==> src/verilog/swk_pkg.sv <==
// Constants for the selective-wake recovery and oscillator configuration.
// Assumes an 8-bit register file reached over a 16-bit serial frame.
// Overview of operation
// - Option bit 7 picks the standard (0) or low-power (1) wake receiver.
// - Receiver-select bit is accessible only while trim enable equals 11.
// - Options bits 4:0 hold coarse trim 0..31, writable only when unlocked.
// - Reserved bits of options and both recovery controls always read zero.
// - Calibration high byte is read-only; writes to it do nothing.
// - Calibration low byte is read-only and completes the calibration result.
// - Filter select 00/01/10/11 gives constant 8, 16, 32 or adaptive.
// - Adaptive: edge spacing 2-3 bits gives 32, 4-8 gives 16, 9-10 gives 8.
// - Clock source field picks 80, 40, 20 or 10 MHz for the recovery unit.
// - Power-on or soft reset clears receiver bit; soft reset keeps trim, power-on reloads factory trim.
// - Restart keeps receiver bit, trim and clock select unchanged.
// - Measured bit time above the upper limit is clamped to that limit.
`default_nettype none
package swk_pkg;
	localparam logic [6:0] SWK_ADDR_OPTIONS = 7'h39;
	localparam logic [6:0] SWK_ADDR_CAL_HIGH = 7'h3A;
	localparam logic [6:0] SWK_ADDR_CAL_LOW = 7'h3B;
	localparam logic [6:0] SWK_ADDR_CTRL_ONE = 7'h3C;
	localparam logic [6:0] SWK_ADDR_CTRL_TWO = 7'h3D;
	localparam int SWK_OPT_RXSEL_BIT = 7;
	localparam int SWK_OPT_TRIM_MSB = 4;
	localparam int SWK_CTRL1_FILT_LSB = 2;
	localparam int SWK_CTRL1_EN_BIT = 0;
	localparam logic [1:0] SWK_TRIM_UNLOCK = 2'h3;
	localparam logic [1:0] SWK_FILT_RST = 2'h1;
	localparam logic [1:0] SWK_CLKSEL_RST = 2'h0;
	localparam logic [1:0] SWK_FILT_8 = 2'h0;
	localparam logic [1:0] SWK_FILT_16 = 2'h1;
	localparam logic [1:0] SWK_FILT_32 = 2'h2;
	localparam logic [1:0] SWK_FILT_ADAPT = 2'h3;
	localparam logic [5:0] SWK_TC_8 = 6'h08;
	localparam logic [5:0] SWK_TC_16 = 6'h10;
	localparam logic [5:0] SWK_TC_32 = 6'h20;
	localparam logic [4:0] SWK_SPACE_2 = 5'h02;
	localparam logic [4:0] SWK_SPACE_3 = 5'h03;
	localparam logic [4:0] SWK_SPACE_4 = 5'h04;
	localparam logic [4:0] SWK_SPACE_8 = 5'h08;
	localparam logic [4:0] SWK_SPACE_9 = 5'h09;
	localparam logic [4:0] SWK_SPACE_10 = 5'h0A;
	localparam logic [4:0] SWK_FRAME_BITS = 5'h10;
	localparam logic [4:0] SWK_ADDR_BITS = 5'h08;
endpackage
`default_nettype wire

==> src/verilog/swk_config.sv <==
// Selective-wake recovery and oscillator configuration registers with the
// serial register port, recovery clock divider and adaptive filter choice.
// Assumes all pins are synchronous to ref_clk and sclk is well below it.
`default_nettype none
module swk_config
	import swk_pkg::*;
(
	input wire logic ref_clk,
	input wire logic reset,
	input wire logic soft_reset,
	input wire logic restart,
	input wire logic [1:0] trim_enable,
	input wire logic [4:0] factory_coarse_trim,
	input wire logic [7:0] osc_calibration_high_byte,
	input wire logic [7:0] osc_calibration_low_byte,
	input wire logic [7:0] bit_time_length,
	input wire logic [7:0] bit_time_upper_limit,
	input wire logic [7:0] bit_time_lower_limit,
	input wire logic can_rxd,
	input wire logic spi_cs_n,
	input wire logic spi_sclk,
	input wire logic spi_mosi,
	output logic spi_miso,
	output logic spi_miso_oe,
	output logic wake_receiver_select,
	output logic [4:0] oscillator_trim,
	output logic recovery_enable,
	output logic [1:0] filter_time_constant_select,
	output logic [1:0] recovery_clock_select,
	output logic recovery_tick,
	output logic [5:0] filter_time_constant,
	output logic [7:0] clamped_bit_time
);
	typedef struct packed {
		logic sclk_q;
		logic [4:0] bit_cnt;
		logic [7:0] shreg;
		logic [6:0] addr;
		logic wr;
		logic [7:0] rdb;
		logic miso;
		logic miso_oe;
		logic rx_sel;
		logic [4:0] trim;
		logic en;
		logic [1:0] filt;
		logic [1:0] clksel;
		logic [2:0] div;
		logic tick;
		logic rxd_q;
		logic [7:0] tq;
		logic [3:0] bits;
		logic [5:0] adapt_tc;
		logic [5:0] tc;
		logic [7:0] bt;
	} swk_state_t;

	swk_state_t st_ff;
	swk_state_t nxt_st;

	logic unlocked;
	assign unlocked = (trim_enable == SWK_TRIM_UNLOCK);

	// Read view of one register; reserved bits come back as zero
	function automatic logic [7:0] rd_reg(input logic [6:0] a,
		input swk_state_t s, input logic unl);
		logic [7:0] v;
		v = 8'h00;
		case (a)
			SWK_ADDR_OPTIONS: begin
				v[SWK_OPT_RXSEL_BIT] = s.rx_sel & unl;
				v[SWK_OPT_TRIM_MSB:0] = s.trim;
			end
			SWK_ADDR_CAL_HIGH: v = osc_calibration_high_byte;
			SWK_ADDR_CAL_LOW: v = osc_calibration_low_byte;
			SWK_ADDR_CTRL_ONE: begin
				v[SWK_CTRL1_FILT_LSB +: 2] = s.filt;
				v[SWK_CTRL1_EN_BIT] = s.en;
			end
			SWK_ADDR_CTRL_TWO: v[1:0] = s.clksel;
			default: v = 8'h00;
		endcase
		return v;
	endfunction

	// Constant chosen from a measured edge spacing in whole bits
	function automatic logic [5:0] pick_tc(input logic [4:0] sp,
		input logic [5:0] keep);
		logic [5:0] r;
		r = keep;
		if (sp >= SWK_SPACE_2 && sp <= SWK_SPACE_3) begin
			r = SWK_TC_32;
		end else if (sp >= SWK_SPACE_4 && sp <= SWK_SPACE_8) begin
			r = SWK_TC_16;
		end else if (sp >= SWK_SPACE_9 && sp <= SWK_SPACE_10) begin
			r = SWK_TC_8;
		end
		return r;
	endfunction

	logic sclk_rise;
	logic sclk_fall;
	logic [7:0] wdata;
	logic [2:0] div_lim;
	logic [7:0] half_bt;
	logic [4:0] spacing;
	logic rxd_fall;

	always_comb begin
		nxt_st = st_ff;
		sclk_rise = spi_sclk & ~st_ff.sclk_q;
		sclk_fall = ~spi_sclk & st_ff.sclk_q;
		wdata = st_ff.shreg;
		div_lim = 3'((4'h1 << st_ff.clksel) - 4'h1);
		half_bt = {1'b0, st_ff.bt[7:1]};
		spacing = {1'b0, st_ff.bits} + {4'h0, (st_ff.tq >= half_bt)};
		rxd_fall = st_ff.rxd_q & ~can_rxd;

		nxt_st.sclk_q = spi_sclk;
		nxt_st.rxd_q = can_rxd;

		// Serial frame: 7 address bits, write flag, 8 data bits, LSB first
		nxt_st.miso_oe = ~spi_cs_n;
		if (spi_cs_n) begin
			// Commit only a complete frame so a torn one changes nothing
			if (st_ff.bit_cnt == SWK_FRAME_BITS && st_ff.wr) begin
				case (st_ff.addr)
					SWK_ADDR_OPTIONS: begin
						if (unlocked) begin
							nxt_st.rx_sel = wdata[SWK_OPT_RXSEL_BIT];
							nxt_st.trim = wdata[SWK_OPT_TRIM_MSB:0];
						end
						// Locked: gated bits hold, nothing else moves
					end
					SWK_ADDR_CTRL_ONE: begin
						nxt_st.filt = wdata[SWK_CTRL1_FILT_LSB +: 2];
						nxt_st.en = wdata[SWK_CTRL1_EN_BIT];
					end
					SWK_ADDR_CTRL_TWO: nxt_st.clksel = wdata[1:0];
					default: begin
					end
				endcase
			end
			nxt_st.bit_cnt = 5'h00;
			nxt_st.miso = 1'b0;
		end else begin
			if (sclk_rise && st_ff.bit_cnt < SWK_FRAME_BITS) begin
				nxt_st.shreg = {spi_mosi, st_ff.shreg[7:1]};
				nxt_st.bit_cnt = st_ff.bit_cnt + 5'h01;
				if (st_ff.bit_cnt == SWK_ADDR_BITS - 5'h01) begin
					nxt_st.addr = st_ff.shreg[7:1];
					nxt_st.wr = spi_mosi;
					nxt_st.rdb = rd_reg(st_ff.shreg[7:1], st_ff, unlocked);
				end
			end
			if (sclk_fall && st_ff.bit_cnt >= SWK_ADDR_BITS
				&& st_ff.bit_cnt < SWK_FRAME_BITS) begin
				nxt_st.miso = st_ff.rdb[st_ff.bit_cnt[2:0]];
			end
		end

		// Recovery clock as an enable: divide by 1, 2, 4 or 8
		nxt_st.tick = (st_ff.div >= div_lim);
		nxt_st.div = (st_ff.div >= div_lim) ? 3'h0 : st_ff.div + 3'h1;

		// Limits keep a wild bit time from skewing the spacing count
		if (bit_time_length > bit_time_upper_limit) begin
			nxt_st.bt = bit_time_upper_limit;
		end else if (bit_time_length < bit_time_lower_limit) begin
			nxt_st.bt = bit_time_lower_limit;
		end else begin
			nxt_st.bt = bit_time_length;
		end

		// Falling-edge spacing measured in recovery ticks, then whole bits
		if (!st_ff.en) begin
			nxt_st.tq = 8'h00;
			nxt_st.bits = 4'h0;
		end else if (rxd_fall) begin
			nxt_st.adapt_tc = pick_tc(spacing, st_ff.adapt_tc);
			nxt_st.tq = 8'h00;
			nxt_st.bits = 4'h0;
		end else if (st_ff.tick) begin
			if (st_ff.tq + 8'h01 >= st_ff.bt) begin
				nxt_st.tq = 8'h00;
				if (st_ff.bits != 4'hF) begin
					nxt_st.bits = st_ff.bits + 4'h1;
				end
			end else begin
				nxt_st.tq = st_ff.tq + 8'h01;
			end
		end

		case (st_ff.filt)
			SWK_FILT_8: nxt_st.tc = SWK_TC_8;
			SWK_FILT_16: nxt_st.tc = SWK_TC_16;
			SWK_FILT_32: nxt_st.tc = SWK_TC_32;
			SWK_FILT_ADAPT: nxt_st.tc = st_ff.adapt_tc;
			default: nxt_st.tc = SWK_TC_16;
		endcase

		// Restart keeps receiver, trim and clock select untouched
		if (restart) begin
			nxt_st.clksel = st_ff.clksel;
			nxt_st.rx_sel = st_ff.rx_sel;
			nxt_st.trim = st_ff.trim;
		end
		if (soft_reset) begin
			nxt_st.rx_sel = 1'b0;
			nxt_st.trim = st_ff.trim;
			nxt_st.filt = SWK_FILT_RST;
			nxt_st.en = 1'b0;
			nxt_st.clksel = SWK_CLKSEL_RST;
		end
		if (reset) begin
			nxt_st = '0;
			// Trim is factory data, so power-on reloads it rather than zeroing
			nxt_st.trim = factory_coarse_trim;
			nxt_st.filt = SWK_FILT_RST;
			nxt_st.clksel = SWK_CLKSEL_RST;
			nxt_st.adapt_tc = SWK_TC_16;
			nxt_st.tc = SWK_TC_16;
			nxt_st.sclk_q = 1'b0;
			nxt_st.rxd_q = 1'b1;
		end
	end

	always_ff @(posedge ref_clk) begin
		st_ff <= nxt_st;
	end

	assign spi_miso = st_ff.miso;
	assign spi_miso_oe = st_ff.miso_oe;
	assign wake_receiver_select = st_ff.rx_sel;
	assign oscillator_trim = st_ff.trim;
	assign recovery_enable = st_ff.en;
	assign filter_time_constant_select = st_ff.filt;
	assign recovery_clock_select = st_ff.clksel;
	assign recovery_tick = st_ff.tick;
	assign filter_time_constant = st_ff.tc;
	assign clamped_bit_time = st_ff.bt;
endmodule
`default_nettype wire

==> config.mk <==
export PLATFORM = sky130hd
export DESIGN_NAME = swk_config
export DESIGN_NICKNAME = d
export VERILOG_FILES = /design/src/verilog/swk_pkg.sv /design/src/verilog/swk_config.sv
export SDC_FILE = /design/constraint.sdc
export NUM_CORES = 1
export LEC_CHECK = 0
export ABC_AREA = 1
export BUFFER_PORTS_ARGS = -buffer_cell sky130_fd_sc_hd__buf_2
export CORE_ASPECT_RATIO = 1.25
export CORE_MARGIN = 5
export CORE_UTILIZATION = 51
export DETAILED_ROUTE_END_ITERATION = 8
export PLACE_DENSITY_LB_ADDON = 0.08
export SYNTH_ARGS = -nofsm -noshare
export SYNTH_HDL_FRONTEND = slang
export SYNTH_SLANG_ARGS = --single-unit
==> constraint.sdc <==
create_clock -name ref_clk -period 2.45 [get_ports ref_clk]
set_clock_uncertainty 0.05 [all_clocks]
set_input_delay 0.1225 -clock ref_clk [delete_from_list [all_inputs] [get_ports ref_clk]]
set_output_delay 0.1225 -clock ref_clk [all_outputs]
set_load 0.02 [all_outputs]
; After elaboration in Yosys (flattened, before gate mapping)
; Index checks and enable logic that the tools add are counted.
[totals]
in_bits = 55
ff_bits = 80
out_inout_bits = 28
word_cells = 127
[op_classes]
n_eq_ne = 17
add_sub_neg = 6
n_reduce_logical = 25
shift = 1
n_bitwise = 10
muxes = 33
n_lt_le_gt_ge = 14
[op_table]
columns = operator, count
row1 = == test 7 x 6 -> 1 bit (second input constant), 8
row2 = 2-to-1 mux 47 bit, 1
row3 = 2-to-1 mux 12 bit, 3
row4 = 2-to-1 mux 10 bit, 3
row5 = 2-to-1 mux 6 bit, 5
row6 = 2-to-1 mux 8 bit, 3
row7 = one-hot mux 6 bit (4 select lines), 1
row8 = 2-to-1 mux 5 bit, 3
row9 = AND reduction 3 bit, 4
row10 = greater-or-equal comparator 5 x 4 -> 1 bit (second input constant), 2
row11 = less-or-equal comparator 5 x 4 -> 1 bit (second input constant), 2
row12 = adder 8 x 1 -> 8 bit (second input constant), 1
row13 = greater-or-equal comparator 8 x 7 -> 1 bit, 1
row14 = greater-or-equal comparator 8 bit, 1
row15 = > comparator 8 bit, 1
row16 = < comparator 8 bit, 1
row17 = 2-to-1 mux 4 bit, 2
row18 = one-hot mux 2 bit (4 select lines), 1
row19 = nonzero test 2 bit, 4
row20 = logical AND 1 bit, 7
row21 = == test 2 bit (second input constant), 3
row22 = 2-to-1 mux 3 bit, 2
row23 = inverter 1 bit, 6
row24 = one-hot mux 1 bit (3 select lines), 2
row25 = other kinds (32), 39

; Longest topological paths before layout
[depth]
ltp_word = 10
mapped_depth = 18
mapped_depth_nobuf = 18

; Worst setup path before layout
; Ideal clock, no wire load.
[synth_timing]
path_type = reg-to-reg
from = register st_ff[27] in the netlist's numbering
to = register st_ff[19] in the netlist's numbering
synth_period_minus_slack_ns = 2.321
t_required_ns = 2.285
setup_slack_ns = 0.129
t_arrival_ns = 2.156
setup_ns = 0.115
stages_incl_launch_ff = 14
n_path_buf = 0
path_cell_list = dfxtp_1 ha_1 a21oi_1 o21ai_0 nand2_1 o2111ai_1 ha_1 ha_1 inv_1 nor2_1 o21ai_0 nand4_1 a21oi_1 nor2_1
[synth_via]
elab_chain_cells = 6
word_cells_on_any_way = 15
cone_classes = 1 x add/sub / 7 x order compare / 2 x mux / 5 x reduce/logical
[synth_lines]
columns = element, line_no
row1 = "start, declared", swk_config.sv:58  ; swk_state_t st_ff;
row2 = "start signal, assigned", swk_config.sv:229  ; st_ff <= nxt_st;
row3 = greater-or-equal comparator 8 x 7 -> 1 bit *, swk_config.sv:116  ; spacing = {1'b0, st_ff.bits} + {4'h0, (st_ff.tq >= half_bt)};
row4 = adder 4 x 1 -> 5 bit *, swk_config.sv:116
row5 = "greater-or-equal comparator 5 x 2 -> 1 bit, or another cell as far along", swk_config.sv:91  ; if (sp >= SWK_SPACE_2 && sp <= SWK_SPACE_3) begin
row6 = logical AND 1 bit (on tied branches), "swk_config.sv:91, swk_config.sv:93, swk_config.sv:95"
row7 = nonzero test 3 bit (no source line) / 2-to-1 mux 6 bit (equally long branches), -
row8 = AND reduction 3 bit (no source line) / 2-to-1 mux 6 bit (equally long branches), -
; Every way passes the cells marked *; elsewhere a longest branch is shown, timed or not.
; A chain may end at the register's enable or synchronous reset.

; Worst setup path in the final report
[layout_timing]
from = register st_ff[25] in the netlist's numbering
to = register st_ff[24] in the netlist's numbering
[layout_via]
elab_chain_cells = 3
[layout_lines]
columns = element, line_no
row1 = adder 8 x 1 -> 8 bit, swk_config.sv:184  ; if (st_ff.tq + 8'h01 >= st_ff.bt) begin
row2 = greater-or-equal comparator 8 bit, swk_config.sv:184
row3 = 2-to-1 mux 8 bit, swk_config.sv:184
; No other way between the ends.

==> metrics <==
status=finished clean; P per Cell Area=495 nW/um^2; CP max stage cell=dfxtp_2; Synth area leader=dfxtp_1; hold crit path type=input pin to flop; post-route cell area=5510 sq um; initial antenna violation count=0; clk root buf=clkbuf_8; hold slack=0.00654 ns; critical path arrival=2.61 ns; yosys warns=0; Fmax achieved=0.415 GHz; PnR Total Power=2.72 mW; sequence of cells on the critical path=ha_1, nand3_1, nand3b_1, xor2_1, ha_1, nand2_1, nor2_1, nand4_1, nand3_2, nor2_4, buf_4, o21a_1; slew margin rel.=54.4%; minimum clock period=2.41 ns; Top cell by count, worst path=ha_1; final setup vio count=0; I/O pin total=83; Post-Syn Area=4520 sq um; crit share post-route=98.4%; Die Span Y=115 um; CTS sink count=74; Sum Neg Setup Slack=0 ns; clock latency on the worst-skew pair=0.36 ns; Routed Antenna Nets=0; DR iter-0 viols=258; max incr delay on CP=0.39 ns; Area after DPL=4940 sq um; Initial Utilization=52.2%; Worst Hold End=clamped_bit_time[2]$_SDFF_PP0_; Placer Congestion=0.868; Mean Syn Cell Area=7.18 sq um; Worst Setup End Kind=flop; area grow syn2layout=21.9%; Crit Reg-Reg Endpoint=st_ff[24]$_SDFFE_PP0P_; Rows=38; CP max FO=8; met2 wire length=5530 um; first-pass GRT wire length=18300 um; Pre-antenna DRT Iters=5; clock tree buffer depth=2; GRT Resource Usage Total=21.0%; routed len/inst=13.4 um; maxcap violations=0; Worst setup SP type=flop; EDFF count, synth=5; Port Buffers=79; HPWL Detailed=8300 um; Least-Margin Pin Slew=0.679 ns; worst reg-to-reg setup slack=0.04 ns; post-synthesis sequential area ratio=33.9%; Routed WL=11200 um; Hold Vio Cnt, Final=0; Critical R2R Launch=st_ff[25]$_SDFFE_PP0P_; Synth Register Bits=74; Yosys top cell area share=30.6%; total core area=8650 sq um; required time of the critical path=2.65 ns; Horiz. Die Dim=94.2 um; H-tree depth=3; diode count=0; Worst Min Path Start=bit_time_upper_limit[2]; R2R cell count=12; Clk pin slew, worst setup/hold paths=0.08 ns; share of cells above drive strength 1=24.7%; RSZ-0062 raised after global routing=true; vias in the first global route=4057; asr flop ratio synth=0%; Via density=5.17; TritonCTS Buffers=9; pin count of the biggest net entering global routing=29; ranking of synthesized cells by area=dfxtp_1, ha_1, nand2_1, inv_1, a21oi_1; cell count after synthesis=629; fin nets=808; Crit. Startpoint=st_ff[25]$_SDFFE_PP0P_; CTS tree=built; met3 wire length=623 um; Setup CP Type=flop to flop; DR vias=4331; post-synth cell types=37; worst IR drop on VDD=0.000248 V; M1 WL=4880 um; die area=10900 sq um; Synth Flop Type=dfxtp_1; Remaining DRCs=0; final slew viol count=0; highest routed layer=met4; WHS Path Cells=3; total gr overflow=0; Lkg Pwr=2.51 nW
==> per-layer routing <==
layer | track usage (%) | up-vias
li1 | - | 2227
met1 | 26.0 | 1991
met2 | 36.1 | 99
met3 | 5.17 | 14
met4 | 5.78 | 0
met5 | 0 | -
==> synthesized netlist by cell type (7+ instances only) <==
library cell,count
a21boi_0,7
a21oi_1,57
buf_4,23
clkbuf_1,8
dfxtp_1,69
ha_1,40
inv_1,80
nand2_1,105
nand3_1,54
nand4_1,11
nor2_1,67
nor3_1,9
o21ai_0,42
xor2_1,9
==> layout by cell type, fill, tap and decap left out, drive strengths merged, types with 4 or more instances in the layout <==
cell / Yosys / routed
inv: 81 / 82
nor3: 11 / 11
o211ai: 4 / 4
ha: 40 / 40
nand2: 106 / 106
a32o: 5 / 5
edfxtp: 5 / 5
a21oi: 57 / 57
clkbuf: 8 / 12
nand3: 54 / 54
dlygate4sd3: 0 / 10
xor2: 9 / 9
nor2: 67 / 67
buf: 31 / 100
nand4: 11 / 11
o21ai: 46 / 46
a21boi: 7 / 7
dfxtp: 69 / 69
==> state kept, by name, indices dropped and copies added (netlist names), 2 cells and up <==
register	cells
recovery_clock_select	2
oscillator_trim	5
clamped_bit_time	8
wdata	8
filter_time_constant	3
filter_time_constant_select	2
st_ff	41
==> what timing repair did <==
item                                    CTS  global route
cloned                                    0             0
endpoints found under the setup margin   10            14
pin swaps                                 4            27
endpoints found under the hold margin    11             0
resized for setup                         8            53
setup buffers                             1             5
hold buffers                             10             0
==> metrics by stage <==
| stage | worst slack, ns | utilization (%) | std cells |
|---|---|---|---|
| after global routing | -0.106 | 63.6 | 838 |
| after CTS | 0.00288 | 61.0 | 833 |
| final | 0.0400 | 63.6 | 838 |
| after floorplan | 0.129 | - | 631 |
| after detailed placement | -0.130 | 57.0 | 806 |
| after global placement | -0.0345 | 57.0 | 806 |
==> power breakdown <==
group          total, mW  switching [mW]  internal [mW]
sequential          1.28          0.0293           1.25
clock              0.984           0.493          0.491
combinational      0.460           0.271          0.189
==> layout make-up <==
| class | instances | area, sq um |
|---|---|---|
| clock buffers | 12 | 176 |
| clock inverters | 4 | 31.3 |
| fillers | 807 | 3150 |
| inverters | 81 | 304 |
| multi-input cells | 437 | 2640 |
| flip-flops and latches | 74 | 1550 |
| well taps | 120 | 150 |
| repair buffers | 110 | 653 |
==> logic make-up (layout without fill, tap and decap cells) <==
kind of cell,after synthesis,count (layout),synth area share [%]
simple gates,258,258,25.2
compound gates,126,126,15.5
buf+inv,120,207,12.3
flops,74,74,33.9
fa+ha+maj,40,40,11.1
xor+xnor,10,10,1.94
other cells,1,3,0.0830
==> worst max-delay path by stage <==
stage | slack [ns] | cells past startpoint | endpoint
floorplan | 0.13 | 13 | st_ff[19]$_SDFFE_PP0P_
global placement | -0.03 | 15 | st_ff[18]$_SDFFE_PP1P_
detailed placement | -0.13 | 16 | st_ff[17]$_SDFFE_PP0P_
CTS | 0.003 | 16 | st_ff[18]$_SDFFE_PP1P_
global route | -0.11 | 12 | st_ff[24]$_SDFFE_PP0P_
finish | 0.04 | 12 | st_ff[24]$_SDFFE_PP0P_
==> critical path: cells and delay by family (launching register included) <==
kind	cells	cell delay, ns
flip-flops	1	0.39
buffers and inverters	1	0.15
AND/OR/NAND/NOR	7	0.92
AO/OA/AOI/OAI	1	0.17
XOR/XNOR	1	0.17
adder cells (fa/ha/maj)	2	0.48
Note: power is estimated with default switching activity, not from simulation.
